==> config.mk <==
export PLATFORM = sky130hd
export DESIGN_NAME = asf_core
export DESIGN_NICKNAME = d
export VERILOG_FILES = /design/src/asf_pkg.sv /design/src/asf_core.sv /design/src/asf_addsub.sv
export VERILOG_INCLUDE_DIRS = /design/src /design/src/src
export SDC_FILE = /design/constraint.sdc
export NUM_CORES = 1
export LEC_CHECK = 0
export BUFFER_PORTS_ARGS = -buffer_cell sky130_fd_sc_hd__buf_2
export CAP_MARGIN = 40
export CORE_UTILIZATION = 43
export DETAILED_ROUTE_END_ITERATION = 7
export PLACE_DENSITY = 0.69
export SYNTH_ARGS = -nofsm -noshare
export SYNTH_HDL_FRONTEND = slang
export SYNTH_SLANG_ARGS = --single-unit
==> constraint.sdc <==
create_clock -name clock -period 5.1 [get_ports clock]
set_input_delay 0.255 -clock clock [delete_from_list [all_inputs] [get_ports clock]]
set_output_delay 0.255 -clock clock [all_outputs]
set_load 0.02 [all_outputs]
==> src/asf_cfg.svh <==
// constants for the alu flag and multiplier block
// assumes: included by every design file of the block except the package
`ifndef ASF_CFG_SVH
`define ASF_CFG_SVH

// wishbone byte addresses, one aligned word each
`define ASF_ADR_FLAGS 8'h00
`define ASF_ADR_PRODUCT_LOW_BYTE 8'h04
`define ASF_ADR_PRODUCT_HIGH_BYTE 8'h08
`define ASF_ADR_WORK 8'h0C

// flag register bit positions
`define ASF_BIT_N 4
`define ASF_BIT_OV 3
`define ASF_BIT_Z 2
`define ASF_BIT_DC 1
`define ASF_BIT_C 0

// flags touched by each class of operation, bits 4..0
`define ASF_FM_NONE 5'h00
`define ASF_FM_ARITH 5'h1F
`define ASF_FM_LOGIC 5'h14
`define ASF_FM_CLR 5'h04
`define ASF_FM_ROT 5'h17

// rotate nibble-carry source bits
`define ASF_RRF_DC_BIT 4
`define ASF_RLF_DC_BIT 3

// reset values and widths
`define ASF_FLAGS_RST 8'h00
`define ASF_PROD_RST 8'h00
`define ASF_WORK_RST 8'h00
`define ASF_NIB_W 4

`endif

==> src/asf_pkg.sv <==
// types shared by the alu flag and multiplier block
// assumes: nothing beyond the cfg header
package asf_pkg;

  typedef enum logic [4:0] {
    asf_op_nop = 5'h00,
    asf_op_add_working_file = 5'h01,
    asf_op_add_literal = 5'h02,
    asf_op_subtract_working_file = 5'h03,
    asf_op_subtract_from_literal = 5'h04,
    asf_op_and = 5'h05,
    asf_op_ior = 5'h06,
    asf_op_xor = 5'h07,
    asf_op_move_file = 5'h08,
    asf_op_clear_file = 5'h09,
    asf_op_bit_clear = 5'h0A,
    asf_op_bit_set = 5'h0B,
    asf_op_nibble_swap = 5'h0C,
    asf_op_file_to_file_move = 5'h0D,
    asf_op_working_to_file_move = 5'h0E,
    asf_op_rotate_right = 5'h0F,
    asf_op_rotate_left = 5'h10,
    asf_op_multiply_working_by_file = 5'h11,
    asf_op_move_literal = 5'h12
  } asf_op_e;

  typedef enum logic [2:0] {
    asf_dst_working = 3'h0,
    asf_dst_file = 3'h1,
    asf_dst_flags = 3'h2,
    asf_dst_prod_low = 3'h3,
    asf_dst_prod_high = 3'h4
  } asf_dest_e;

endpackage

==> src/asf_core.sv <==
// alu flag generation, working register and 8x8 multiplier with wishbone access
// assumes: decoder presents one operation per cycle with the addressed file value;
// the register file takes file_data_r when file_we_r is high
//
// Contract
// - flag register is a legal destination of any operation
// - flag-affecting operation on flag register blocks written data for five flags
// - clear-file to flag register zeroes top bits, sets zero, keeps others
// - bit clear/set, swap and moves other than asf_op_move_file leave the five flags untouched
// - flag bits seven to five always read zero
// - negative flag follows result bit seven
// - overflow flag set when signed result flips sign wrongly
// - zero flag set exactly when the result is zero
// - add and subtract put low-nibble carry in nibble carry flag
// - add and subtract put carry out of bit seven in carry flag
// - subtract adds two's complement; carries mean no borrow
// - rotates load nibble carry from source bit four or three
// - rotates load carry with the bit shifted out
// - multiply finishes in one cycle
// - unsigned 8x8 product lands in high and low product bytes
// - multiply changes no flag
// - multiply takes working register and addressed file register
//
// The register addresses and the Wishbone interface to the registers are this design's own decisions.
`timescale 1ns/1ps
`include "asf_cfg.svh"

module asf_core #(
  parameter int DW = 8
) (
  // clock and reset
  input wire logic clock,
  input wire logic rst_n,
  // operation from the decoder
  input wire logic op_valid,
  input wire asf_pkg::asf_op_e op_code,
  input wire asf_pkg::asf_dest_e op_dest,
  input wire logic [DW-1:0] op_file,
  input wire logic [DW-1:0] op_literal,
  input wire logic [2:0] op_bit,
  // result to the register file
  output logic file_we_r,
  output logic [DW-1:0] file_data_r,
  // architectural state
  output logic [DW-1:0] alu_flags_r,
  output logic [DW-1:0] working_register_r,
  output logic [DW-1:0] product_high_byte_r,
  output logic [DW-1:0] product_low_byte_r,
  // wishbone slave
  input wire logic wb_cyc_i,
  input wire logic wb_stb_i,
  input wire logic wb_we_i,
  input wire logic [7:0] wb_adr_i,
  input wire logic [3:0] wb_sel_i,
  input wire logic [31:0] wb_dat_i,
  output logic [31:0] wb_dat_o,
  output logic wb_ack_o
);

  ////////////////////////////////////////////////////////////////////////////
  // decode helpers

  function automatic logic [4:0] flag_mask(input asf_pkg::asf_op_e op);
    logic [4:0] m;
    m = `ASF_FM_NONE;
    case (op)
      asf_pkg::asf_op_add_working_file,
      asf_pkg::asf_op_add_literal,
      asf_pkg::asf_op_subtract_working_file,
      asf_pkg::asf_op_subtract_from_literal: m = `ASF_FM_ARITH;
      asf_pkg::asf_op_and,
      asf_pkg::asf_op_ior,
      asf_pkg::asf_op_xor,
      asf_pkg::asf_op_move_file: m = `ASF_FM_LOGIC;
      asf_pkg::asf_op_clear_file: m = `ASF_FM_CLR;
      asf_pkg::asf_op_rotate_right,
      asf_pkg::asf_op_rotate_left: m = `ASF_FM_ROT;
      default: m = `ASF_FM_NONE;
    endcase
    return m;
  endfunction

  function automatic logic uses_literal(input asf_pkg::asf_op_e op);
    return (op == asf_pkg::asf_op_add_literal) ||
           (op == asf_pkg::asf_op_subtract_from_literal) ||
           (op == asf_pkg::asf_op_move_literal);
  endfunction

  function automatic logic is_sub(input asf_pkg::asf_op_e op);
    return (op == asf_pkg::asf_op_subtract_working_file) ||
           (op == asf_pkg::asf_op_subtract_from_literal);
  endfunction

  ////////////////////////////////////////////////////////////////////////////
  // datapath

  logic [DW-1:0] src_a;
  logic [DW-1:0] add_y;
  logic [DW-1:0] add_sum;
  logic add_c;
  logic add_dc;
  logic add_ov;
  logic [DW-1:0] res;
  logic [4:0] new_flags;
  logic [4:0] fmask;
  logic [2*DW-1:0] product;
  logic is_mul;

  assign src_a = uses_literal(op_code) ? op_literal : op_file;
  // subtraction is addition of the complement with carry in set
  assign add_y = is_sub(op_code) ? ~working_register_r : working_register_r;
  assign fmask = flag_mask(op_code);
  assign is_mul = op_code == asf_pkg::asf_op_multiply_working_by_file;
  assign product = op_file * working_register_r;

  asf_addsub #(
    .WIDTH(DW)
  ) u_addsub (
    .x(src_a),
    .y(add_y),
    .cin(is_sub(op_code)),
    .sum(add_sum),
    .carry(add_c),
    .nib_carry(add_dc),
    .ovf(add_ov)
  );

  always_comb begin
    res = src_a;
    case (op_code)
      asf_pkg::asf_op_add_working_file,
      asf_pkg::asf_op_add_literal,
      asf_pkg::asf_op_subtract_working_file,
      asf_pkg::asf_op_subtract_from_literal: res = add_sum;
      asf_pkg::asf_op_and: res = src_a & working_register_r;
      asf_pkg::asf_op_ior: res = src_a | working_register_r;
      asf_pkg::asf_op_xor: res = src_a ^ working_register_r;
      asf_pkg::asf_op_clear_file: res = '0;
      asf_pkg::asf_op_bit_clear: res = src_a & ~(8'h01 << op_bit);
      asf_pkg::asf_op_bit_set: res = src_a | (8'h01 << op_bit);
      asf_pkg::asf_op_nibble_swap: res = {src_a[3:0], src_a[7:4]};
      asf_pkg::asf_op_working_to_file_move: res = working_register_r;
      asf_pkg::asf_op_rotate_right: res = {alu_flags_r[`ASF_BIT_C], src_a[DW-1:1]};
      asf_pkg::asf_op_rotate_left: res = {src_a[DW-2:0], alu_flags_r[`ASF_BIT_C]};
      default: res = src_a;
    endcase
  end

  always_comb begin
    new_flags[`ASF_BIT_N] = res[DW-1];
    new_flags[`ASF_BIT_OV] = add_ov;
    new_flags[`ASF_BIT_Z] = res == '0;
    new_flags[`ASF_BIT_DC] = add_dc;
    new_flags[`ASF_BIT_C] = add_c;
    if (op_code == asf_pkg::asf_op_rotate_right) begin
      new_flags[`ASF_BIT_DC] = src_a[`ASF_RRF_DC_BIT];
      new_flags[`ASF_BIT_C] = src_a[0];
    end else if (op_code == asf_pkg::asf_op_rotate_left) begin
      new_flags[`ASF_BIT_DC] = src_a[`ASF_RLF_DC_BIT];
      new_flags[`ASF_BIT_C] = src_a[DW-1];
    end
  end

  ////////////////////////////////////////////////////////////////////////////
  // wishbone slave

  logic bus_hit;
  logic bus_wr;
  logic wr_flags;
  logic wr_work;
  logic wr_product_low_byte;
  logic wr_product_high_byte;
  logic [DW-1:0] rd_mux;

  assign bus_hit = wb_cyc_i && wb_stb_i;
  // write lands on the edge that sees ack high
  assign bus_wr = bus_hit && wb_ack_o && wb_we_i && wb_sel_i[0];
  assign wr_flags = bus_wr && (wb_adr_i == `ASF_ADR_FLAGS);
  assign wr_work = bus_wr && (wb_adr_i == `ASF_ADR_WORK);
  assign wr_product_low_byte = bus_wr && (wb_adr_i == `ASF_ADR_PRODUCT_LOW_BYTE);
  assign wr_product_high_byte = bus_wr && (wb_adr_i == `ASF_ADR_PRODUCT_HIGH_BYTE);

  always_comb begin
    if (wb_adr_i == `ASF_ADR_FLAGS) begin
      rd_mux = {3'h0, alu_flags_r[4:0]};
    end else if (wb_adr_i == `ASF_ADR_PRODUCT_LOW_BYTE) begin
      rd_mux = product_low_byte_r;
    end else if (wb_adr_i == `ASF_ADR_PRODUCT_HIGH_BYTE) begin
      rd_mux = product_high_byte_r;
    end else if (wb_adr_i == `ASF_ADR_WORK) begin
      rd_mux = working_register_r;
    end else begin
      rd_mux = '0;
    end
  end

  // unmapped addresses are acked, read zero, and drop writes
  always_ff @(posedge clock or negedge rst_n) begin
    if (!rst_n) begin
      wb_ack_o <= 1'b0;
      wb_dat_o <= 32'h0000_0000;
    end else begin
      wb_ack_o <= bus_hit && !wb_ack_o;
      wb_dat_o <= {24'h00_0000, rd_mux};
    end
  end

  ////////////////////////////////////////////////////////////////////////////
  // flag register

  logic core_flags;
  assign core_flags = op_valid && ((fmask != `ASF_FM_NONE) ||
                                   (op_dest == asf_pkg::asf_dst_flags && !is_mul));

  // the core's own update beats a bus write in the same cycle
  always_ff @(posedge clock or negedge rst_n) begin
    if (!rst_n) begin
      alu_flags_r <= `ASF_FLAGS_RST;
    end else if (core_flags) begin
      if (fmask == `ASF_FM_NONE) begin
        alu_flags_r <= {3'h0, res[4:0]};
      end else begin
        // written data to flag bits is blocked, unaffected flags kept
        alu_flags_r <= {3'h0, (alu_flags_r[4:0] & ~fmask) | (new_flags & fmask)};
      end
    end else if (wr_flags) begin
      alu_flags_r <= {3'h0, wb_dat_i[4:0]};
    end
  end

  ////////////////////////////////////////////////////////////////////////////
  // working register

  always_ff @(posedge clock or negedge rst_n) begin
    if (!rst_n) begin
      working_register_r <= `ASF_WORK_RST;
    end else if (op_valid && !is_mul && op_dest == asf_pkg::asf_dst_working) begin
      working_register_r <= res;
    end else if (wr_work) begin
      working_register_r <= wb_dat_i[DW-1:0];
    end
  end

  ////////////////////////////////////////////////////////////////////////////
  // product register pair

  always_ff @(posedge clock or negedge rst_n) begin
    if (!rst_n) begin
      product_high_byte_r <= `ASF_PROD_RST;
      product_low_byte_r <= `ASF_PROD_RST;
    end else if (op_valid && is_mul) begin
      product_high_byte_r <= product[2*DW-1:DW];
      product_low_byte_r <= product[DW-1:0];
    end else begin
      if (op_valid && op_dest == asf_pkg::asf_dst_prod_high) begin
        product_high_byte_r <= res;
      end else if (wr_product_high_byte) begin
        product_high_byte_r <= wb_dat_i[DW-1:0];
      end
      if (op_valid && op_dest == asf_pkg::asf_dst_prod_low) begin
        product_low_byte_r <= res;
      end else if (wr_product_low_byte) begin
        product_low_byte_r <= wb_dat_i[DW-1:0];
      end
    end
  end

  ////////////////////////////////////////////////////////////////////////////
  // file result port

  always_ff @(posedge clock or negedge rst_n) begin
    if (!rst_n) begin
      file_we_r <= 1'b0;
      file_data_r <= '0;
    end else begin
      file_we_r <= op_valid && !is_mul && op_dest == asf_pkg::asf_dst_file;
      file_data_r <= res;
    end
  end

  logic op_add_w;
  logic op_sub_lit;
  logic op_keep;
  assign op_add_w = op_valid && op_dest == asf_pkg::asf_dst_working &&
                    op_code == asf_pkg::asf_op_add_literal;
  assign op_sub_lit = op_valid && op_dest == asf_pkg::asf_dst_working &&
                      op_code == asf_pkg::asf_op_subtract_from_literal;
  assign op_keep = op_valid && op_dest == asf_pkg::asf_dst_flags &&
                   (op_code == asf_pkg::asf_op_bit_clear ||
                    op_code == asf_pkg::asf_op_bit_set ||
                    op_code == asf_pkg::asf_op_nibble_swap ||
                    op_code == asf_pkg::asf_op_file_to_file_move ||
                    op_code == asf_pkg::asf_op_working_to_file_move);
endmodule

==> src/asf_addsub.sv <==
// 8-bit adder with carry, nibble carry and signed overflow
// assumes: subtraction is fed as x + ~y with carry in set
`timescale 1ns/1ps
`include "asf_cfg.svh"

module asf_addsub #(
  parameter int WIDTH = 8
) (
  // operands
  input wire logic [WIDTH-1:0] x,
  input wire logic [WIDTH-1:0] y,
  input wire logic cin,
  // results
  output logic [WIDTH-1:0] sum,
  output logic carry,
  output logic nib_carry,
  output logic ovf
);
  localparam int NIB = `ASF_NIB_W;
  logic [WIDTH:0] full;
  logic [NIB:0] low;

  assign full = {1'b0, x} + {1'b0, y} + {{WIDTH{1'b0}}, cin};
  assign low = {1'b0, x[NIB-1:0]} + {1'b0, y[NIB-1:0]} + {{NIB{1'b0}}, cin};
  assign sum = full[WIDTH-1:0];
  assign carry = full[WIDTH];
  assign nib_carry = low[NIB];
  // sign flips although both operands share a sign
  assign ovf = (x[WIDTH-1] == y[WIDTH-1]) && (full[WIDTH-1] != x[WIDTH-1]);
endmodule

## Word-level counts from Yosys, hierarchy flattened

Memory sizes are Yosys's and may differ from the RTL's.
Cells that the tools add are included.

| operators by class | value |
|---|---|
| bitwise operators | 11 |
| shifts and indexed selects | 1 |
| eq/ne operators | 25 |
| $add $sub $neg | 4 |
| muxes and demuxes | 20 |
| multipliers | 1 |
| reductions and logical operators | 34 |

Operators by type and width:

| operator | number |
|---|---|
| 8-bit two-way mux | 16 |
| 8-bit case mux with 11 select lines | 1 |
| 5-bit by 4-bit == test with 1-bit output (second input constant) | 6 |
| 5-bit by 3-bit == test with 1-bit output (second input constant) | 4 |
| 1-bit logical AND | 18 |
| 8-bit AND | 2 |
| 8-bit by 4-bit == test with 1-bit output (second input constant) | 2 |
| 8-bit logical NOT | 2 |
| 8-bit by 8-bit multiplier with 16-bit output | 1 |
| 8-bit inverter | 2 |
| 8-bit bitwise OR | 2 |
| 5-bit == test (second input constant) | 3 |
| 5-bit AND | 2 |
| 5-bit by 2-bit == test with 1-bit output (second input constant) | 2 |
| 8-bit by 8-bit adder with 9-bit output | 1 |
| 9-bit by 1-bit adder with 9-bit output | 1 |
| 8-bit by 3-bit == test with 1-bit output (second input constant) | 1 |
| 1-bit by 3-bit left shift with 8-bit output (first input constant) | 1 |
| 8-bit bitwise XOR | 1 |
| 3-bit by 2-bit == test with 1-bit output (second input constant) | 2 |
| 3-bit nonzero test | 2 |
| 4-bit by 4-bit adder with 5-bit output | 1 |
| 5-bit by 1-bit adder with 5-bit output | 1 |
| 5-bit by 1-bit == test with 1-bit output (second input constant) | 1 |
| other kinds (15) | 21 |

| word-level totals | value |
|---|---|
| output and inout port bits | 74 |
| logic and storage cells | 105 |
| register bits | 50 |
| bits in read-only memories | 160 |
| input port bits | 77 |
| memories | 1 |

Memory list:

| name | depth | bits a word | rd ports | clocked after Yosys merged registers in | write ports | RTL line | text |
|---|---|---|---|---|---|---|---|
| (no name shown) | 32 | 5 | 1 | 0 | 0 | asf_core.sv:66 | `case (op)` |

## Logic depth before layout (Yosys ltp)

| depth | value |
|---|---|
| depth in word-level cells | 12 |
| mapped depth | 20 |
| mapped depth without buffers | 19 |

## Hierarchy

From an unflattened synthesis, not the netlist that was laid out.

| second synthesis, totals | value |
|---|---|
| cells, all modules | 783 |
| area, all modules | 6503.7 µm² |

Modules (own cells, without submodules):

| module | times used | seq. area each (µm²) | cells an instance | area an instance (µm²) |
|---|---|---|---|---|
| asf_core | 1 | 1176.1 | 746 | 6184.7 |
| asf_addsub | 1 | 0.0 | 37 | 319.1 |

## Least setup slack after synthesis

No wires, ideal clock.

| timing path | value |
|---|---|
| kind | reg2reg |
| start | reg working_register_r[7] |
| end | reg product_high_byte_r[4] |
| library setup time | 0.141 ns |
| arrival | 4.567 ns |
| data required time | 4.959 ns |
| stages on the path, launching flop included | 17 |
| slack | 0.392 ns |
| clock period less this slack | 4.708 ns |
| buffers on the path | 1 |
| cell sequence | dfrtp_1 > clkbuf_1 > nand2_1 > fa_1 > fa_1 > inv_1 > fa_1 > inv_1 > fa_1 > inv_1 > ha_1 > a21boi_0 > o41ai_1 > a2bb2oi_1 > nor2b_1 > xor2_1 > o221ai_1 |

| between the ends | value |
|---|---|
| longest elaborated chain between the ends | 2 |

Ends and longest elaborated chain:

| element | RTL line | text |
|---|---|---|
| start, declared | asf_core.sv:46 | `output logic [DW-1:0] working_register_r,` |
| start signal, assigned | asf_core.sv:236 | `` working_register_r <= `ASF_WORK_RST; `` |
| start signal, assigned | asf_core.sv:238 | `working_register_r <= res;` |
| start signal, assigned | asf_core.sv:240 | `working_register_r <= wb_dat_i[DW-1:0];` |
| 8-bit by 8-bit multiplier with 16-bit output | asf_core.sv:114 | `assign product = op_file * working_register_r;` |
| 8-bit two-way mux | asf_core.sv:251 | `end else if (op_valid && is_mul) begin` |
| end signal, assigned | asf_core.sv:249 | `` product_high_byte_r <= `ASF_PROD_RST; `` |
| end signal, assigned | asf_core.sv:252 | `product_high_byte_r <= product[2*DW-1:DW];` |
| end signal, assigned | asf_core.sv:256 | `product_high_byte_r <= res;` |
| end, declared | asf_core.sv:47 | `output logic [DW-1:0] product_high_byte_r,` |

No other way between the ends.
A chain may end at the register's enable or synchronous reset.

## Final worst setup path

| timing path | value |
|---|---|
| start | reg working_register_r[4] |
| end | reg product_high_byte_r[7] |

| between the ends | value |
|---|---|
| longest elaborated chain between the ends | 7 |
| elaborated cells on any way between the ends | 8 |
| those cells by class | 2 x add/sub; 1 x mul; 4 x mux; 1 x bitwise |

Ends and longest elaborated chain:

| element | RTL line | text |
|---|---|---|
| 8-bit inverter | asf_core.sv:111 | `assign add_y = is_sub(op_code) ? ~working_register_r : working_register_r;` |
| 8-bit two-way mux | asf_core.sv:111 |  |
| 8-bit by 8-bit adder with 9-bit output | asf_addsub.sv:23 | `assign full = {1'b0, x} + {1'b0, y} + {{WIDTH{1'b0}}, cin};` |
| 9-bit by 1-bit adder with 9-bit output | asf_addsub.sv:23 |  |
| 8-bit case mux with 11 select lines | asf_core.sv:130 | `case (op_code)` |
| 8-bit two-way mux | asf_core.sv:255 | `if (op_valid && op_dest == asf_pkg::asf_dst_prod_high) begin` |
| 8-bit two-way mux (*) | asf_core.sv:251 |  |
| end signal, assigned | asf_core.sv:252 |  |
| end signal, assigned | asf_core.sv:256 |  |
| end signal, assigned | asf_core.sv:258 | `product_high_byte_r <= wb_dat_i[DW-1:0];` |

Every way passes the cells marked *; elsewhere a longest branch is shown, timed or not.

==> impl_metrics.py <==
metrics = {
    "synth": {
        "ys_warn_count": 0,
        "async_reset_ff_share_pct": 100,
        "yosysUniqueCellTypes": 77,
        "syn_area_um2": 6480,
        "synth-seq-cells": 47,
        "synth_edf_count": 0,
        "avgSynthCellArea_um2": 8.24,
        "yosys.area.top_type": "dfrtp_1",
        "seq_area_frac_synth_pct": 18.1,
        "synth_top_area_share_pct": 18.1,
        "syn_inst": 787,
        "synth-main-ff-cell": "dfrtp_1",
        "synth_area_leaders": "dfrtp_1 (18%), fa_1 (11%), ha_1 (8.7%)",
    },
    "finish": {
        "num-fill-cells": 1409,
        "final_cell_count_no_fill": 1056,
        "final_common_cell": "buf_2",
        "final_cell_mix": "buf_2 (97), inv_1 (74), nand2_1 (61), nor2_1 (60), and2_1 (55)",
        "final_net_count": 1031,
        "fin_util_pct": 49.7,
        "drive_gt1_share_pct": 18.6,
        "num_antenna_cells": 0,
        "area_delta_synth_final_pct": 12.3,
        "final_area_um2": 7280,
    },
    "global_route": {
        "grt_use_total_pct": 24.5,
        "antenna_found_initial": 0,
        "grt_overflow_total": 0,
        "grt_pass1_wl_um": 30200,
        "grt_pass1_vias": 5703,
        "grt_max_degree": 35,
    },
    "routing": {
        "routedWlPerCell_um": 18.0,
        "drc_errors": 22,
        "first_iter_violations": 537,
        "wl_um": 19000,
        "vias": 6089,
        "viasPerCell": 5.77,
        "ant_nets": 0,
        "drt-pass1-iter-count": 8,
    },
    "timing": {
        "setup_slack_ps": 389,
        "relSlewSlack_pct": 43.1,
        "max_slew.worst_pin.slew_ps": 849,
        "finalCriticalPeriod_ps": 4710,
        "finalCritPeriodShare_pct": 92.4,
        "rsz0062_at_grt": "no",
        "setup-violations-final": 0,
        "skew_ps": 5.55,
        "fin_tns_setup_ps": 0,
        "finalHoldViolCount": 0,
        "fmax_ghz": 0.212,
        "hold_slack_ps": 196,
        "maxSlewViolCount": 0,
    },
    "setup_path": {
        "timing.rr.start": "working_register_r[4]",
        "regToRegSetupSlack_ps": 390,
        "endpoint": "product_high_byte_r[7]",
        "reg2reg_depth": 17,
        "worstPathArrival_ps": 4850,
        "r2r_end": "product_high_byte_r[7]",
        "crit_path_end_kind": "flip-flop",
        "cp.required_ps": 5240,
        "start_kind": "flip-flop",
        "crit_start": "working_register_r[4]",
        "crit_fanout": 8,
        "critical_path_class": "flip-flop to flip-flop",
    },
    "die": {
        "core_um2": 14600,
        "dieArea_um2": 15600,
        "die_w_um": 125,
        "io_pins": 151,
        "fp-row-count": 44,
        "die_height_um": 125,
        "initial_core_util_pct": 44.3,
    },
    "placement": {
        "place_area_um2": 7100,
        "place_inst": 1048,
        "hpwl_um": 14800,
        "io_buffers": 96,
        "gp_congestion": 0.924,
        "pre_cts_ws_ps": 290,
    },
    "clock_network": {
        "clock-root-buffer": "clkbuf_16",
        "cts_tree": "done",
        "cts-buffers-inserted": 5,
        "clockBufferDepth": 2,
        "clk_latency_ps": 280,
        "clkTransAtPathRegs_ps": 60,
        "htreeDepth": 2,
        "cts_sinks": 47,
    },
    "run_status": {
        "status": "finished with violations",
        "violations": "design-rule violations",
    },
    "power": {
        "p_leak_nw": 3.48,
        "power.total_mw": 3.09,
        "peakVddDrop_v": 0.000362,
        "p_per_area_nw_per_um2": 424,
    },
    "run": {
        "maxCapViolCount": 0,
    },
    "hold_path": {
        "hp-class": "input port to flip-flop",
    },
}
==> area by class of cell <==
type	instances	area (um^2)	share of cell area, %
Clock buffer	6	129	1.77
Clock inverter	1	30.0	0.413
Inverter	74	278	3.82
Multi-Input combinational cell	625	4770	65.5
Sequential cell	47	1180	16.2
Tap cell	184	230	3.16
Timing Repair Buffer	119	666	9.15
==> routing by layer <==
| layer | global-route usage (%) | wire length (um) | vias up |
|---|---|---|---|
| li1 | - | - | 2853 |
| met1 | 34.6 | 8680 | 2923 |
| met2 | 39.7 | 8610 | 280 |
| met3 | 2.92 | 1280 | 33 |
| met4 | 6.03 | 393 | 0 |
| met5 | 0 | 0 | - |
==> how the worst min path moves through the flow <==
stage | slack, ps | depth (start not counted) | end | from
CTS | 190 | 3 | wb_ack_o | wb_stb_i
detailed placement | 180 | 1 | file_data_r[0] | rst_n
floorplan | -40 | 0 | async pin | rst_n
global placement | 420 | 1 | wb_ack_o | wb_ack_o
finish | 200 | 3 | wb_ack_o | wb_stb_i
global route | 220 | 3 | wb_ack_o | wb_stb_i
==> critical path, cell delays in order (launching register included) <==
cell and delay (ps):
dfrtp_1 420, buf_4 190, and2_1 160, fa_1 410
inv_1 90, fa_1 410, fa_1 480, fa_1 540
inv_1 40, ha_1 320, o21ai_0 130, a21boi_1 260
o211ai_1 140, a21oi_1 200, nor2_1 80, a211o_1 280
xnor2_1 290, o22ai_1 140
==> where the power goes <==
group,total [mW],internal [mW],switching [mW],leakage [nW]
Clock,0.359,0.229,0.130,0.0769
Sequential,0.534,0.450,0.0842,0.575
Combinational,2.19,0.894,1.30,2.83
Total,3.09,1.57,1.52,3.48
==> logic make-up after synthesis <==
family	after synthesis	share of synthesized area, %
AOI/OAI and AO/OA	178	19.1
xor gates and xnor gates	23	3.11
adders and majority gates	82	20.1
buffers and inverters	141	10.0
DFF	47	18.1
muxes	34	6.52
other	1	0.0578
and+or+nand+nor	281	22.9
==> synthesized netlist by cell type (6+ instances only) <==
| cell type | n |
|---|---|
| o21ai_0 | 27 |
| and3_1 | 11 |
| a31oi_1 | 13 |
| buf_4 | 29 |
| a21oi_1 | 45 |
| fa_1 | 37 |
| a22oi_1 | 6 |
| and2_1 | 55 |
| a211oi_1 | 7 |
| inv_1 | 74 |
| ha_1 | 45 |
| o221ai_1 | 7 |
| nand3_1 | 13 |
| nor3_1 | 15 |
| nand2b_1 | 13 |
| mux2i_1 | 15 |
| dfrtp_1 | 47 |
| nand2_1 | 61 |
| clkbuf_1 | 29 |
| mux2_2 | 13 |
| xnor2_1 | 20 |
| or3_1 | 6 |
| o22ai_1 | 14 |
| o211ai_1 | 8 |
| nor2b_1 | 14 |
| nor2_1 | 60 |
==> repair_timing <==
action	4_1_cts	5_1_grt
setup buffers	0	0
endpoints found under the setup margin	0	2
hold buffers	1	0
hold endpoints to repair	13	0
resized for setup	0	2
No activity file was read; power rests on OpenSTA's default activity.
